### config.mk
export PLATFORM = sky130hd
export DESIGN_NAME = cpf_core
export DESIGN_NICKNAME = d
export VERILOG_FILES = /design/src/logic/cpf_agen.v /design/src/logic/cpf_core.v
export VERILOG_INCLUDE_DIRS = /design/src /design/src/logic
export SDC_FILE = /design/constraint.sdc
export NUM_CORES = 1
export LEC_CHECK = 0
export BUFFER_PORTS_ARGS = -buffer_cell sky130_fd_sc_hd__buf_4
export CORE_UTILIZATION = 55
export DETAILED_ROUTE_END_ITERATION = 16
export PLACE_DENSITY_LB_ADDON = 0.1
export SLEW_MARGIN = 40
export SYNTH_ARGS = -nofsm -noshare
export SYNTH_HDL_FRONTEND = slang
export SYNTH_SLANG_ARGS = --single-unit
### constraint.sdc
create_clock -name clk -period 8.2 [get_ports clk]
set_input_delay 1.64 -clock clk [delete_from_list [all_inputs] [get_ports clk]]
set_output_delay 1.64 -clock clk [all_outputs]
set_load 0.005 [all_outputs]
### src/logic/cpf_regs.vh
`ifndef CPF_REGS_VH
`define CPF_REGS_VH

// Special and user register numbers
`define CPF_SR_CP_ENABLE     8'he0
`define CPF_UR_FP_CONTROL    8'he8
`define CPF_UR_FP_STATUS     8'he9

// Special register access kinds
`define CPF_SR_OP_READ       2'h0
`define CPF_SR_OP_WRITE      2'h1
`define CPF_SR_OP_EXCHANGE   2'h2

// Intermediate opcodes for coprocessor load/store
`define CPF_OP_LDST_IMM      4'h3
`define CPF_OP_LDST_INDEXED  4'h4

// Control word fields
`define CPF_FC_RND_MSB       1
`define CPF_FC_RND_LSB       0
`define CPF_FC_ENA_MSB       6
`define CPF_FC_ENA_LSB       2
`define CPF_FC_RSV_MSB       31
`define CPF_FC_RSV_LSB       12
`define CPF_FC_WR_MASK       32'hffff_f07f

// Status word fields
`define CPF_FS_FLG_MSB       11
`define CPF_FS_FLG_LSB       7
`define CPF_FS_RSV_MSB       31
`define CPF_FS_RSV_LSB       12
`define CPF_FS_WR_MASK       32'hffff_ff80

// Rounding encodings
`define CPF_RND_NEAREST      2'h0
`define CPF_RND_ZERO         2'h1
`define CPF_RND_PLUS_INF     2'h2
`define CPF_RND_MINUS_INF    2'h3

// Reset values of visible state
`define CPF_ZERO32           32'h0000_0000
`define CPF_ZERO5            5'h00
`define CPF_ZERO4            4'h0
`define CPF_ZERO3            3'h0
`define CPF_ZERO2            2'h0
`define CPF_ZERO16           16'h0000

`endif

### src/logic/cpf_agen.v
`timescale 1ns/1ps
`include "cpf_regs.vh"

module cpf_agen
(
    // Operands
    input  wire [31:0] base,
    input  wire [31:0] index,
    input  wire [7:0]  imm8,
    input  wire [1:0]  shift,
    input  wire        indexed,
    // Result
    output wire [31:0] addr
);

    wire [31:0] offs_raw;
    wire [31:0] offs;

    // Zero-extended offset, then scaled by 1, 2, 4 or 8
    assign offs_raw = indexed ? index : {24'h00_0000, imm8};
    assign offs     = offs_raw << shift;
    assign addr     = base + offs;

endmodule

### src/logic/cpf_core.v
`timescale 1ns/1ps
`include "cpf_regs.vh"

module cpf_core
#(
    parameter NUM_CP   = 8,
    parameter FP_CP    = 0,
    parameter PRECISE  = 1,
    parameter SPECULATE = 1
)
(
    // Clock and reset
    input  wire        clk,
    input  wire        nrst,
    // Special register access
    input  wire        sr_valid,
    input  wire [1:0]  sr_op,
    input  wire [7:0]  sr_num,
    input  wire [31:0] sr_wdata,
    output reg  [31:0] sr_rdata_r,
    output reg         sr_done_r,
    output reg         sr_bad_r,
    // User state access
    input  wire        ur_valid,
    input  wire        ur_write,
    input  wire [7:0]  ur_num,
    input  wire [31:0] ur_wdata,
    output reg  [31:0] ur_rdata_r,
    output reg         ur_done_r,
    output reg         ur_busy_r,
    output reg         ur_bad_r,
    // Generic coprocessor state reference
    input  wire        chk_valid,
    input  wire [2:0]  chk_cp,
    input  wire        chk_bool_only,
    output reg         cp_dis_exc_r,
    output reg  [2:0]  cp_dis_num_r,
    // Floating-point operation issue
    input  wire        op_valid,
    input  wire [3:0]  op_dest,
    input  wire [31:0] op_result,
    input  wire [31:0] op_default,
    input  wire [4:0]  op_raise,
    output reg  [1:0]  rnd_mode_r,
    output reg  [3:0]  rnd_onehot_r,
    output reg         fp_exc_r,
    output reg         op_done_r,
    // Coprocessor load/store
    input  wire        ls_valid,
    input  wire [3:0]  ls_opcode,
    input  wire        ls_load,
    input  wire        ls_update,
    input  wire [1:0]  ls_shift,
    input  wire [3:0]  ls_reg,
    input  wire [31:0] ls_base,
    input  wire [31:0] ls_index,
    input  wire [7:0]  ls_imm8,
    input  wire [31:0] ls_load_data,
    output reg  [31:0] ls_addr_r,
    output reg  [31:0] ls_store_data_r,
    output reg         ls_go_r,
    output reg         ls_base_wb_r,
    // Register file read and speculation
    input  wire [3:0]  fr_rd_idx,
    input  wire        fv_clear,
    output reg  [31:0] fr_rd_data_r,
    output reg  [15:0] fp_valid_bits_r
);

    localparam ST_IDLE = 2'b01;
    localparam ST_BUSY = 2'b10;

    reg [NUM_CP-1:0] coprocessor_enable_mask;
    reg [31:0]       fp_register_file [0:15];
    reg [31:0]       fp_control_word;
    reg [31:0]       fp_status_word;
    reg [1:0]        state_r;
    reg [1:0]        state_nxt;
    reg              pend_r;
    reg [3:0]        pend_dest_r;
    reg [31:0]       pend_res_r;
    reg [31:0]       pend_dflt_r;
    reg [4:0]        pend_raise_r;
    reg [4:0]        pend_ena_r;
    reg              pend_rsv_r;
    reg              defer_r;
    reg              ur_hold_r;
    reg              ur_wr_hold_r;
    reg [7:0]        ur_num_hold_r;
    reg [31:0]       ur_wd_hold_r;
    reg [31:0]       fc_nxt;
    reg [31:0]       fs_nxt;
    reg [4:0]        flag_set;
    reg              fr_we;
    reg [3:0]        fr_widx;
    reg [31:0]       fr_wdat;

    wire [31:0] agen_addr;
    wire        ls_op_ok;
    wire        ls_dis;
    wire        op_dis;
    wire        chk_dis;
    wire        ur_dis;
    wire        ur_go;
    wire        ur_is_ctl;
    wire        ur_is_sts;
    wire        op_go;
    wire        rsv_nz;
    wire [4:0]  pend_hit;
    wire        pend_abort;

    // One bit per coprocessor, clear means disabled
    function cp_off;
        input [NUM_CP-1:0] mask;
        input [2:0]        num;
        begin
            cp_off = ~mask[num];
        end
    endfunction

    function [3:0] rnd_decode;
        input [1:0] rf;
        begin
            case (rf)
                `CPF_RND_NEAREST:  rnd_decode = 4'b0001;
                `CPF_RND_ZERO:     rnd_decode = 4'b0010;
                `CPF_RND_PLUS_INF: rnd_decode = 4'b0100;
                default:           rnd_decode = 4'b1000;
            endcase
        end
    endfunction

    cpf_agen u_agen
    (
        .base    (ls_base),
        .index   (ls_index),
        .imm8    (ls_imm8),
        .shift   (ls_shift),
        .indexed (ls_opcode == `CPF_OP_LDST_INDEXED),
        .addr    (agen_addr)
    );

    // Only the two reserved opcodes reach the coprocessor
    assign ls_op_ok = ls_valid && ((ls_opcode == `CPF_OP_LDST_IMM) ||
                                   (ls_opcode == `CPF_OP_LDST_INDEXED));
    assign ls_dis   = ls_op_ok && cp_off(coprocessor_enable_mask, FP_CP[2:0]);
    assign op_dis   = op_valid && cp_off(coprocessor_enable_mask, FP_CP[2:0]);
    assign chk_dis  = chk_valid && !chk_bool_only &&
                      cp_off(coprocessor_enable_mask, chk_cp);
    assign ur_is_ctl = ur_num_hold_r == `CPF_UR_FP_CONTROL;
    assign ur_is_sts = ur_num_hold_r == `CPF_UR_FP_STATUS;
    assign ur_dis   = ur_hold_r && (ur_is_ctl || ur_is_sts) &&
                      cp_off(coprocessor_enable_mask, FP_CP[2:0]);
    // Status read waits until pending work has landed
    assign ur_go    = ur_hold_r && !(ur_is_sts && !ur_wr_hold_r && pend_r);
    assign op_go    = op_valid && !op_dis;
    assign rsv_nz   = (fp_control_word[`CPF_FC_RSV_MSB:`CPF_FC_RSV_LSB] != 20'h0_0000) ||
                      (fp_status_word[`CPF_FS_RSV_MSB:`CPF_FS_RSV_LSB] != 20'h0_0000);
    assign pend_hit   = pend_raise_r & pend_ena_r;
    assign pend_abort = pend_rsv_r || ((pend_hit != `CPF_ZERO5) && (PRECISE != 0));

    // Completion: flags, result write and control/status updates
    always @*
    begin
        state_nxt = state_r;
        flag_set  = `CPF_ZERO5;
        fr_we     = 1'b0;
        fr_widx   = ls_reg;
        fr_wdat   = ls_load_data;
        fc_nxt    = fp_control_word;
        fs_nxt    = fp_status_word;
        case (state_r)
            ST_IDLE:
            begin
                if (op_go)
                    state_nxt = ST_BUSY;
            end
            ST_BUSY:
            begin
                if (!op_go)
                    state_nxt = ST_IDLE;
                if (!pend_abort)
                begin
                    // Disabled raises set flags; imprecise mode sets all
                    flag_set = (PRECISE != 0) ? (pend_raise_r & ~pend_ena_r)
                                              : pend_raise_r;
                    fr_we    = 1'b1;
                    fr_widx  = pend_dest_r;
                    fr_wdat  = (pend_raise_r != `CPF_ZERO5) ? pend_dflt_r
                                                             : pend_res_r;
                end
            end
            default:
            begin
                state_nxt = ST_IDLE;
            end
        endcase
        if (!fr_we && ls_op_ok && !ls_dis && ls_load)
            fr_we = 1'b1;
        if (ur_go && !ur_dis && ur_wr_hold_r && ur_is_ctl)
            fc_nxt = ur_wd_hold_r & `CPF_FC_WR_MASK;
        if (ur_go && !ur_dis && ur_wr_hold_r && ur_is_sts)
            fs_nxt = ur_wd_hold_r & `CPF_FS_WR_MASK;
        // A flag raised in the write cycle survives it
        fs_nxt[`CPF_FS_FLG_MSB:`CPF_FS_FLG_LSB] =
            fs_nxt[`CPF_FS_FLG_MSB:`CPF_FS_FLG_LSB] | flag_set;
    end

    // Enable mask: deliberately without reset
    always @(posedge clk)
    begin
        if (sr_valid && (sr_num == `CPF_SR_CP_ENABLE) &&
            (sr_op != `CPF_SR_OP_READ))
            coprocessor_enable_mask <= sr_wdata[NUM_CP-1:0];
    end

    // Register file storage, no reset
    always @(posedge clk)
    begin
        if (fr_we)
            fp_register_file[fr_widx] <= fr_wdat;
    end

    always @(posedge clk)
    begin
        if (!nrst)
        begin
            state_r         <= ST_IDLE;
            pend_r          <= 1'b0;
            pend_dest_r     <= `CPF_ZERO4;
            pend_res_r      <= `CPF_ZERO32;
            pend_dflt_r     <= `CPF_ZERO32;
            pend_raise_r    <= `CPF_ZERO5;
            pend_ena_r      <= `CPF_ZERO5;
            pend_rsv_r      <= 1'b0;
            defer_r         <= 1'b0;
            fp_control_word <= `CPF_ZERO32;
            fp_status_word  <= `CPF_ZERO32;
            ur_hold_r       <= 1'b0;
            ur_wr_hold_r    <= 1'b0;
            ur_num_hold_r   <= 8'h00;
            ur_wd_hold_r    <= `CPF_ZERO32;
            sr_rdata_r      <= `CPF_ZERO32;
            sr_done_r       <= 1'b0;
            sr_bad_r        <= 1'b0;
            ur_rdata_r      <= `CPF_ZERO32;
            ur_done_r       <= 1'b0;
            ur_busy_r       <= 1'b0;
            ur_bad_r        <= 1'b0;
            cp_dis_exc_r    <= 1'b0;
            cp_dis_num_r    <= `CPF_ZERO3;
            rnd_mode_r      <= `CPF_ZERO2;
            rnd_onehot_r    <= 4'b0001;
            fp_exc_r        <= 1'b0;
            op_done_r       <= 1'b0;
            ls_addr_r       <= `CPF_ZERO32;
            ls_store_data_r <= `CPF_ZERO32;
            ls_go_r         <= 1'b0;
            ls_base_wb_r    <= 1'b0;
            fr_rd_data_r    <= `CPF_ZERO32;
            fp_valid_bits_r <= `CPF_ZERO16;
        end
        else
        begin
            state_r        <= state_nxt;
            fp_control_word <= fc_nxt;
            fp_status_word  <= fs_nxt;

            // Special register port
            sr_done_r <= sr_valid;
            sr_bad_r  <= sr_valid && (sr_num != `CPF_SR_CP_ENABLE);
            if (sr_valid && (sr_num == `CPF_SR_CP_ENABLE) &&
                (sr_op != `CPF_SR_OP_WRITE))
                sr_rdata_r <= {{(32-NUM_CP){1'b0}}, coprocessor_enable_mask};

            // Issue stage latches control at issue time
            pend_r <= op_go;
            if (op_go)
            begin
                pend_dest_r  <= op_dest;
                pend_res_r   <= op_result;
                pend_dflt_r  <= op_default;
                pend_raise_r <= op_raise;
                pend_ena_r   <= fp_control_word[`CPF_FC_ENA_MSB:`CPF_FC_ENA_LSB];
                pend_rsv_r   <= rsv_nz || ((PRECISE == 0) && defer_r);
                rnd_mode_r   <= fp_control_word[`CPF_FC_RND_MSB:`CPF_FC_RND_LSB];
                rnd_onehot_r <= rnd_decode(fp_control_word[`CPF_FC_RND_MSB:`CPF_FC_RND_LSB]);
            end
            op_done_r <= pend_r;
            fp_exc_r  <= pend_r && pend_abort;
            // Imprecise: remember enabled hit, trap the next op
            if (pend_r && (PRECISE == 0))
                defer_r <= (pend_hit != `CPF_ZERO5) && !pend_rsv_r;

            // Disabled coprocessor exceptions, before any update
            cp_dis_exc_r <= chk_dis || op_dis || ls_dis || ur_dis;
            if (chk_dis)
                cp_dis_num_r <= chk_cp;
            else if (op_dis || ls_dis || ur_dis)
                cp_dis_num_r <= FP_CP[2:0];

            // User state access, held while stalled
            if (ur_valid && !ur_hold_r)
            begin
                ur_hold_r     <= 1'b1;
                ur_wr_hold_r  <= ur_write;
                ur_num_hold_r <= ur_num;
                ur_wd_hold_r  <= ur_wdata;
            end
            else if (ur_go)
                ur_hold_r <= 1'b0;
            ur_busy_r <= (ur_valid && !ur_hold_r) || (ur_hold_r && !ur_go);
            ur_done_r <= ur_go;
            ur_bad_r  <= ur_go && !ur_is_ctl && !ur_is_sts;
            if (ur_go && !ur_wr_hold_r && !ur_dis)
            begin
                if (ur_is_ctl)
                    ur_rdata_r <= fp_control_word;
                else if (ur_is_sts)
                    ur_rdata_r <= fp_status_word;
                else
                    ur_rdata_r <= `CPF_ZERO32;
            end

            // Load/store address and base update
            ls_go_r      <= ls_op_ok && !ls_dis;
            ls_base_wb_r <= ls_op_ok && !ls_dis && ls_update;
            if (ls_op_ok && !ls_dis)
            begin
                ls_addr_r       <= agen_addr;
                ls_store_data_r <= fp_register_file[ls_reg];
            end

            fr_rd_data_r <= fp_register_file[fr_rd_idx];
            if (SPECULATE != 0)
            begin
                if (fv_clear)
                    fp_valid_bits_r <= `CPF_ZERO16;
                else if (fr_we)
                    fp_valid_bits_r[fr_widx] <= 1'b1;
            end
        end
    end

endmodule

==> metrics.md, run 1 <==
| Metric | Value |
|---|---|
| Status | finished clean |
| Layout cells sized above 1 | 31.40% |
| Clock root buffer | clkbuf_16 |
| Syn Std Cell Area | 0.03915 mm2 |
| P_leak | 16.56 nW |
| Multi-input gate area | 0.01577 mm2 |
| Register area | 0.02256 mm2 |
| XOR/XNOR share of the synthesized area | 0.4475% |
| Residual DRC | 0 |
| Maximum clock frequency | 204.2 MHz |
| Fill cell count | 5,134 |
| Overall Global Routing Usage | 30.16% |
| CTS resizes | 0 |
| Clock skew | 26.69 ps |
| Slew headroom | 41.88% |
| Hold Violations, Final | 0 |
| Setup violators final | 0 |
| Input/output buffers | 434 |
| Initial DRC Count | 2,439 |
| Setup repair after global routing missed its margin | no |
| Top-count cell post-synth | nand2_1 |
| Max Cap Viol | 0 |
| VDD IR-drop max | 0.1886 mV |
| Max-slew violations | 0 |
| IO Count | 483 |
| DRT Pass-1 Iters | 6 |
| Most frequent cells after synthesis | nand2_1, edfxtp_1, dfxtp_1 |
| Final TNS setup | 0 ps |
| CTS tree | built |
| CTS Sinks | 867 |
| Total grt overflow | 0 |
| DP Wirelength | 68.21 mm |
| DRT Wirelength | 109.3 mm |
| Kind of end point of the critical path | flip-flop |
| Core Footprint | 0.07027 mm2 |
| First-pass GRT wire length | 161.2 mm |
| FF+latch count, synth | 867 |
| H-tree depth | 3 |
| Top-area cell type share of the netlist area | 39.89% |
| Simple-gate share of the synthesized area | 9.180% |
| P per Cell Area | 206.0 mW/mm2 |
| DRT antenna net count | 0 |
| Post-Synth Adder-Cell Area | 1.170% |
| Area contributors post-synth | edfxtp_1, mux4_2, dfxtp_1, nand2_1, a21oi_1 |
| R2r setup slk | 4430 ps |
| Worst endpoint required time | 8720 ps |
| Number of synthesized flops with an enable pin | 520 |
| Vias in the first global route | 26,793 |
| Synth Instances | 2,864 |
| Initial Utilization | 55.71% |
| Clock buffer depth | 3 |
| CTS Buf Count | 90 |
| Worst Path Arrival | 5410 ps |
| Post-synthesis compound-gate area fraction | 6.917% |
| Routed vias/inst | 6.179 |
| Post-Place Worst Slack | 2647 ps |
| Height of the die | 268.8 um |
| Layout area overhead | 18.58% |
| Drt wl/cell | 25.58 um |
| Hold Crit Class | reg2reg |
| CP Max Fanout | 9 |
| Asr flop ratio synth | 0% |
| Initial antenna violation count | 1 |
| Avg Cell Area, Syn | 13.67 um2 |
| Final worst-path cycle share | 59.72% |
| Slew @ Worst Pin | 871.9 ps |
| Clock transition at the registers of the reported paths | 60 ps |
| GP Congestion | 0.9081 |
| Setup bufs post-CTS | 0 |
| Sequential-to-total area share from yosys stat | 57.64% |
| DR vias | 26,395 |
| Final WS setup | 3303 ps |
| Largest net degree at the start of global routing | 112 |
| Yosys top cell by area | edfxtp_1 |
| Hold-fix buffer count after cts | 0 |
| Multiplexer share of the synthesized area | 21.82% |
| Final #Nets | 3,582 |
| Die area | 0.07224 mm2 |
| Final Critical Period | 4897 ps |
| Worst skew pair latency | 640 ps |
| # rows | 97 |
| Synth Flop Type | edfxtp_1 |
| Final Util | 66.05% |
| Crit path kind | in2reg |
| Die X | 268.8 um |
| Distinct cells, synth | 78 |
| CP startpoint kind | input port |
| YS warnings | 0 |
| Largest family of logic cells by synthesized area | multiplexers |
## final timing paths
kind	to	startpoint	cells past startpoint
setup reg to reg	fp_register_file[11][15]	pend_raise_r[0]	8
hold / removal	pend_dflt_r[18]	pend_dflt_r[18]	2
setup / recovery	ls_addr_r[20]	ls_opcode[1]	15
hold reg to reg	pend_dflt_r[18]	pend_dflt_r[18]	2
## state kept, by name, indices dropped and copies added, names as in the netlist, 4 cells and up
name and count:
ls_addr_r 32, fp_register_file 512, fp_status_word 25, coprocessor_enable_mask 8
fp_control_word 27, pend_raise_r 5, pend_ena_r 5, ur_num_hold_r 8
sr_rdata_r 8, ls_store_data_r 32, pend_dest_r 4, rnd_onehot_r 4
pend_dflt_r 32, ur_wd_hold_r 32, ur_rdata_r 32, fp_valid_bits_r 16
pend_res_r 32, fr_rd_data_r 32
## cells by family after synthesis
family                   Yosys count
adder cells (fa/ha/maj)           36
other                              1
XOR/XNOR                          20
multiplexers                     426
AO/OA/AOI/OAI                    456
AND/OR/NAND/NOR                  811
flip-flops                       867
buffers and inverters            247
## metal layers
metal	up-vias	GRT usage, %	routed length [um]
met5	-	0	0
met4	0	12.53	4585
met3	269	4.950	8147
met2	1235	53.04	56900
met1	13254	36.98	39650
li1	11637	-	-
## critical path, cell delays in order
cell,delay (ps)
buf_4,120
nand2b_1,140
or3_1,650
mux2i_1,370
nor3_1,100
ha_1,240
fa_1,440
a21o_1,210
a31o_2,250
o21bai_1,230
and3_4,270
o21ai_0,140
a311oi_1,300
o31ai_1,100
and2_1,170
## metrics by stage
step / std cells / total power [W] / cell area [um2] / hold slack, ps
after floorplan: 2887 / 0.005287 / 39230 / 432.1
after global placement: 4104 / 0.005574 / 43350 / 442.5
after detailed placement: 4106 / 0.005592 / 43470 / 446.7
after CTS: 4271 / 0.009620 / 46400 / 454.5
after global routing: 4272 / 0.009840 / 46420 / 474.5
final: 4272 / 0.009563 / 46420 / 452.0
## area by class of cell
cell class,count,area share (%)
flip-flops and latches,867,48.61
multi-input cells,1773,33.97
repair buffers,509,8.421
clock buffers,123,5.380
well taps,940,2.534
clock inverters,42,0.9300
inverters,17,0.1510
diodes,1,0.005391
## power by group
part	total (W)	switching (W)	internal, W
clock	0.00406	0.00168	0.00238
combinational	0.000815	0.000418	0.000397
sequential	0.00469	0.0000278	0.00466
## placed cells by master, fill, tap and decap left out, types with 26 or more instances in the layout
cell type	count
a21oi_1	244
ha_1	35
mux4_2	341
nand3_1	38
buf_4	498
mux2i_1	77
and2_1	40
nor2_1	59
a21boi_0	51
dfxtp_1	347
o21ai_0	49
clkbuf_16	91
nor3_1	30
nor2b_1	26
edfxtp_1	520
nand2_1	520
No activity file was read; power rests on OpenSTA's default activity.
==> run 2: changes to the inputs <==
--- a/config.mk
+++ b/config.mk
@@ -7,7 +7,7 @@
 export NUM_CORES = 1
 export LEC_CHECK = 0
 export BUFFER_PORTS_ARGS = -buffer_cell sky130_fd_sc_hd__buf_4
-export CORE_UTILIZATION = 55
+export CORE_UTILIZATION = 53
 export DETAILED_ROUTE_END_ITERATION = 16
 export PLACE_DENSITY_LB_ADDON = 0.1
 export SLEW_MARGIN = 40
==> constraint.sdc (replaced) <==
create_clock -name clk -period 3.9 [get_ports clk]
set_input_delay 0.78 -clock clk [delete_from_list [all_inputs] [get_ports clk]]
set_output_delay 0.78 -clock clk [all_outputs]
set_load 0.005 [all_outputs]
==> run 2 against run 1 <==
Worst setup slack got worse by 3200 ps; worst hold slack got worse by 130 ps; via count rose by 1.1%; critical path type unchanged; largest cell class unchanged.
==> metrics.md, run 2 (synthesis gave the netlist of run 1 again) <==
| Metric | Value |
|---|---|
| Status | finished clean |
| Post-Place Worst Slack | -449.6 ps |
| Initial DRC Count | 2,543 |
| Combinational power share | 9.1% |
| Hold Crit Class | in2reg |
| Worst Path Arrival | 4280 ps |
| CP max stage delay | 370 ps |
| Hold Violations, Final | 0 |
| Seq pwr share | 49.1% |
| H-tree depth | 3 |
| Worst Path Buf+Inv | 2 |
| Final WS setup | 135.6 ps |
| Setup repair after global routing missed its margin | no |
| Fill cell count | 5,382 |
| Clock power frac | 41.8% |
| Most frequent cells in the layout | buf_4, nand2_1, edfxtp_1, dfxtp_1, mux4_2 |
| Final TNS setup | 0 ps |
| Sw power | 0.004509 W |
| Drt wl/cell | 25.00 um |
| DR vias | 26,687 |
| Most flops, register | fp_register_file |
| Worst endpoint required time | 4410 ps |
| Die area | 0.07495 mm2 |
| GP Congestion | 0.8840 |
| DRT antenna net count | 0 |
| Largest delay contributor family on the critical path | compound AO/OA/AOI/OAI gates |
| Vias in the first global route | 27,021 |
| Post-Route M1 WL | 42.06 mm |
| Input/output buffers | 434 |
| Critical Path, Cell by Cell | buf_4 -> nand2b_1 -> or3_1 -> buf_12 -> mux2i_1 -> nor3_1 -> ha_1 -> fa_2 -> a21o_1 -> a31o_2 -> o21bai_1 -> and3_4 -> o21ai_0 -> a311oi_1 -> o31ai_1 -> and2_1 |
| Crit path kind | in2reg |
| Routed vias/inst | 6.064 |
| Layout area overhead | 21.48% |
| Initial antenna violation count | 4 |
| Setup violators final | 0 |
| Residual DRC | 0 |
| Final #Nets | 3,688 |
| Max Cap Viol | 0 |
| Register area | 0.02256 mm2 |
| CP Max Fanout | 9 |
| Most common cell after layout, fill and taps aside | buf_4 |
| CTS Sinks | 867 |
| Length in cells of the worst reg-to-reg path | 8 |
| Maximum clock frequency | 265.6 MHz |
| Setup bufs post-CTS | 0 |
| Final worst-path cycle share | 96.52% |
| Clock skew | 33.06 ps |
| Die X | 273.8 um |
| Max-slew violations | 0 |
| DP Wirelength | 71.40 mm |
| DRT Wirelength | 110.0 mm |
| Clock transition at the registers of the reported paths | 60 ps |
| # rows | 99 |
| P_leak | 17.17 nW |
| Slew headroom | 43.24% |
| CTS tree | built |
| Final Critical Period | 3764 ps |
| Height of the die | 273.8 um |
| Met2 wire len | 57.22 mm |
| Core Footprint | 0.07296 mm2 |
| P per Cell Area | 422.1 mW/mm2 |
| Worst skew pair latency | 650 ps |
| IO Count | 483 |
| Slew @ Worst Pin | 851.3 ps |
| Clock root buffer | clkbuf_16 |
| First-pass GRT wire length | 163.2 mm |
| DRT Pass-1 Iters | 6 |
| CTS Buf Count | 90 |
| Clock buffer depth | 3 |
| Hold Path Cell Cnt | 1 |
| VDD IR-drop max | 0.3962 mV |
| Total grt overflow | 0 |
| Hold-fix buffer count after cts | 0 |
| Max reg flops | 512 |
| Switching power share of the total | 22.46% |
| CP startpoint kind | input port |
| Kind of end point of the critical path | flip-flop |
| Largest net degree at the start of global routing | 120 |
| CTS resizes | 0 |
| Layout cells sized above 1 | 34.03% |
| Critical path depth | 16 |
| Int Power | 0.01556 W |
| Overall Global Routing Usage | 29.18% |
| DR top layer | met4 |
| CP max stage cell | or3_1 |
| Multi-input gate area | 0.01582 mm2 |
| Met3 Wirelength | 7.695 mm |
| Initial Utilization | 53.65% |
## run 2: layout make-up
cell class / count / share of cell area [%]
Clock inverter: 45 / 0.7735
Clock buffer: 121 / 5.281
Tap cell: 959 / 2.523
Timing Repair Buffer: 615 / 10.55
Inverter: 17 / 0.1500
Multi-Input combinational cell: 1773 / 33.26
Sequential cell: 867 / 47.44
Antenna cell: 4 / 0.02105
## run 2: worst paths after layout
| check | startpoint | to | slack (ps) |
|---|---|---|---|
| setup / recovery | ls_opcode[1] | ls_addr_r[20] | 140 |
| hold / removal | sr_wdata[2] | coprocessor_enable_mask[2] | 330 |
| setup reg to reg | pend_raise_r[0] | fp_register_file[8][31] | 430 |
| hold reg to reg | pend_dflt_r[8] | pend_dflt_r[8] | 450 |
## run 2: power by group through the flow
stage	Combinational [W]	Clock (W)	Sequential [W]
2_1_floorplan	0.00109	0	0.0100
3_3_place_gp	0.00181	0	0.0100
3_5_place_dp	0.00183	0	0.0100
4_1_cts	0.00184	0.00850	0.00985
5_1_grt	0.00196	0.00888	0.00986
6_report	0.00183	0.00839	0.00985
## run 2: stage by stage
step / total power (W) / cell area, um2 / cells / utilization, % / hold slack (ps)
2_1_floorplan: 0.01113 / 39320 / 2887 / - / 432.1
3_3_place_gp: 0.01185 / 44600 / 4231 / 61.13 / 443.1
3_5_place_dp: 0.01188 / 44660 / 4231 / 61.21 / 445.6
4_1_cts: 0.02020 / 47530 / 4397 / 65.15 / 299.5
5_1_grt: 0.02069 / 47550 / 4401 / 65.18 / 309.9
6_report: 0.02007 / 47550 / 4401 / 65.18 / 325.1
## run 2: layer usage
layer / up-vias / track usage (%)
met5: - / 0
met3: 183 / 4.184
met1: 13513 / 37.12
met4: 0 / 9.718
met2: 1115 / 51.20
li1: 11876 / -
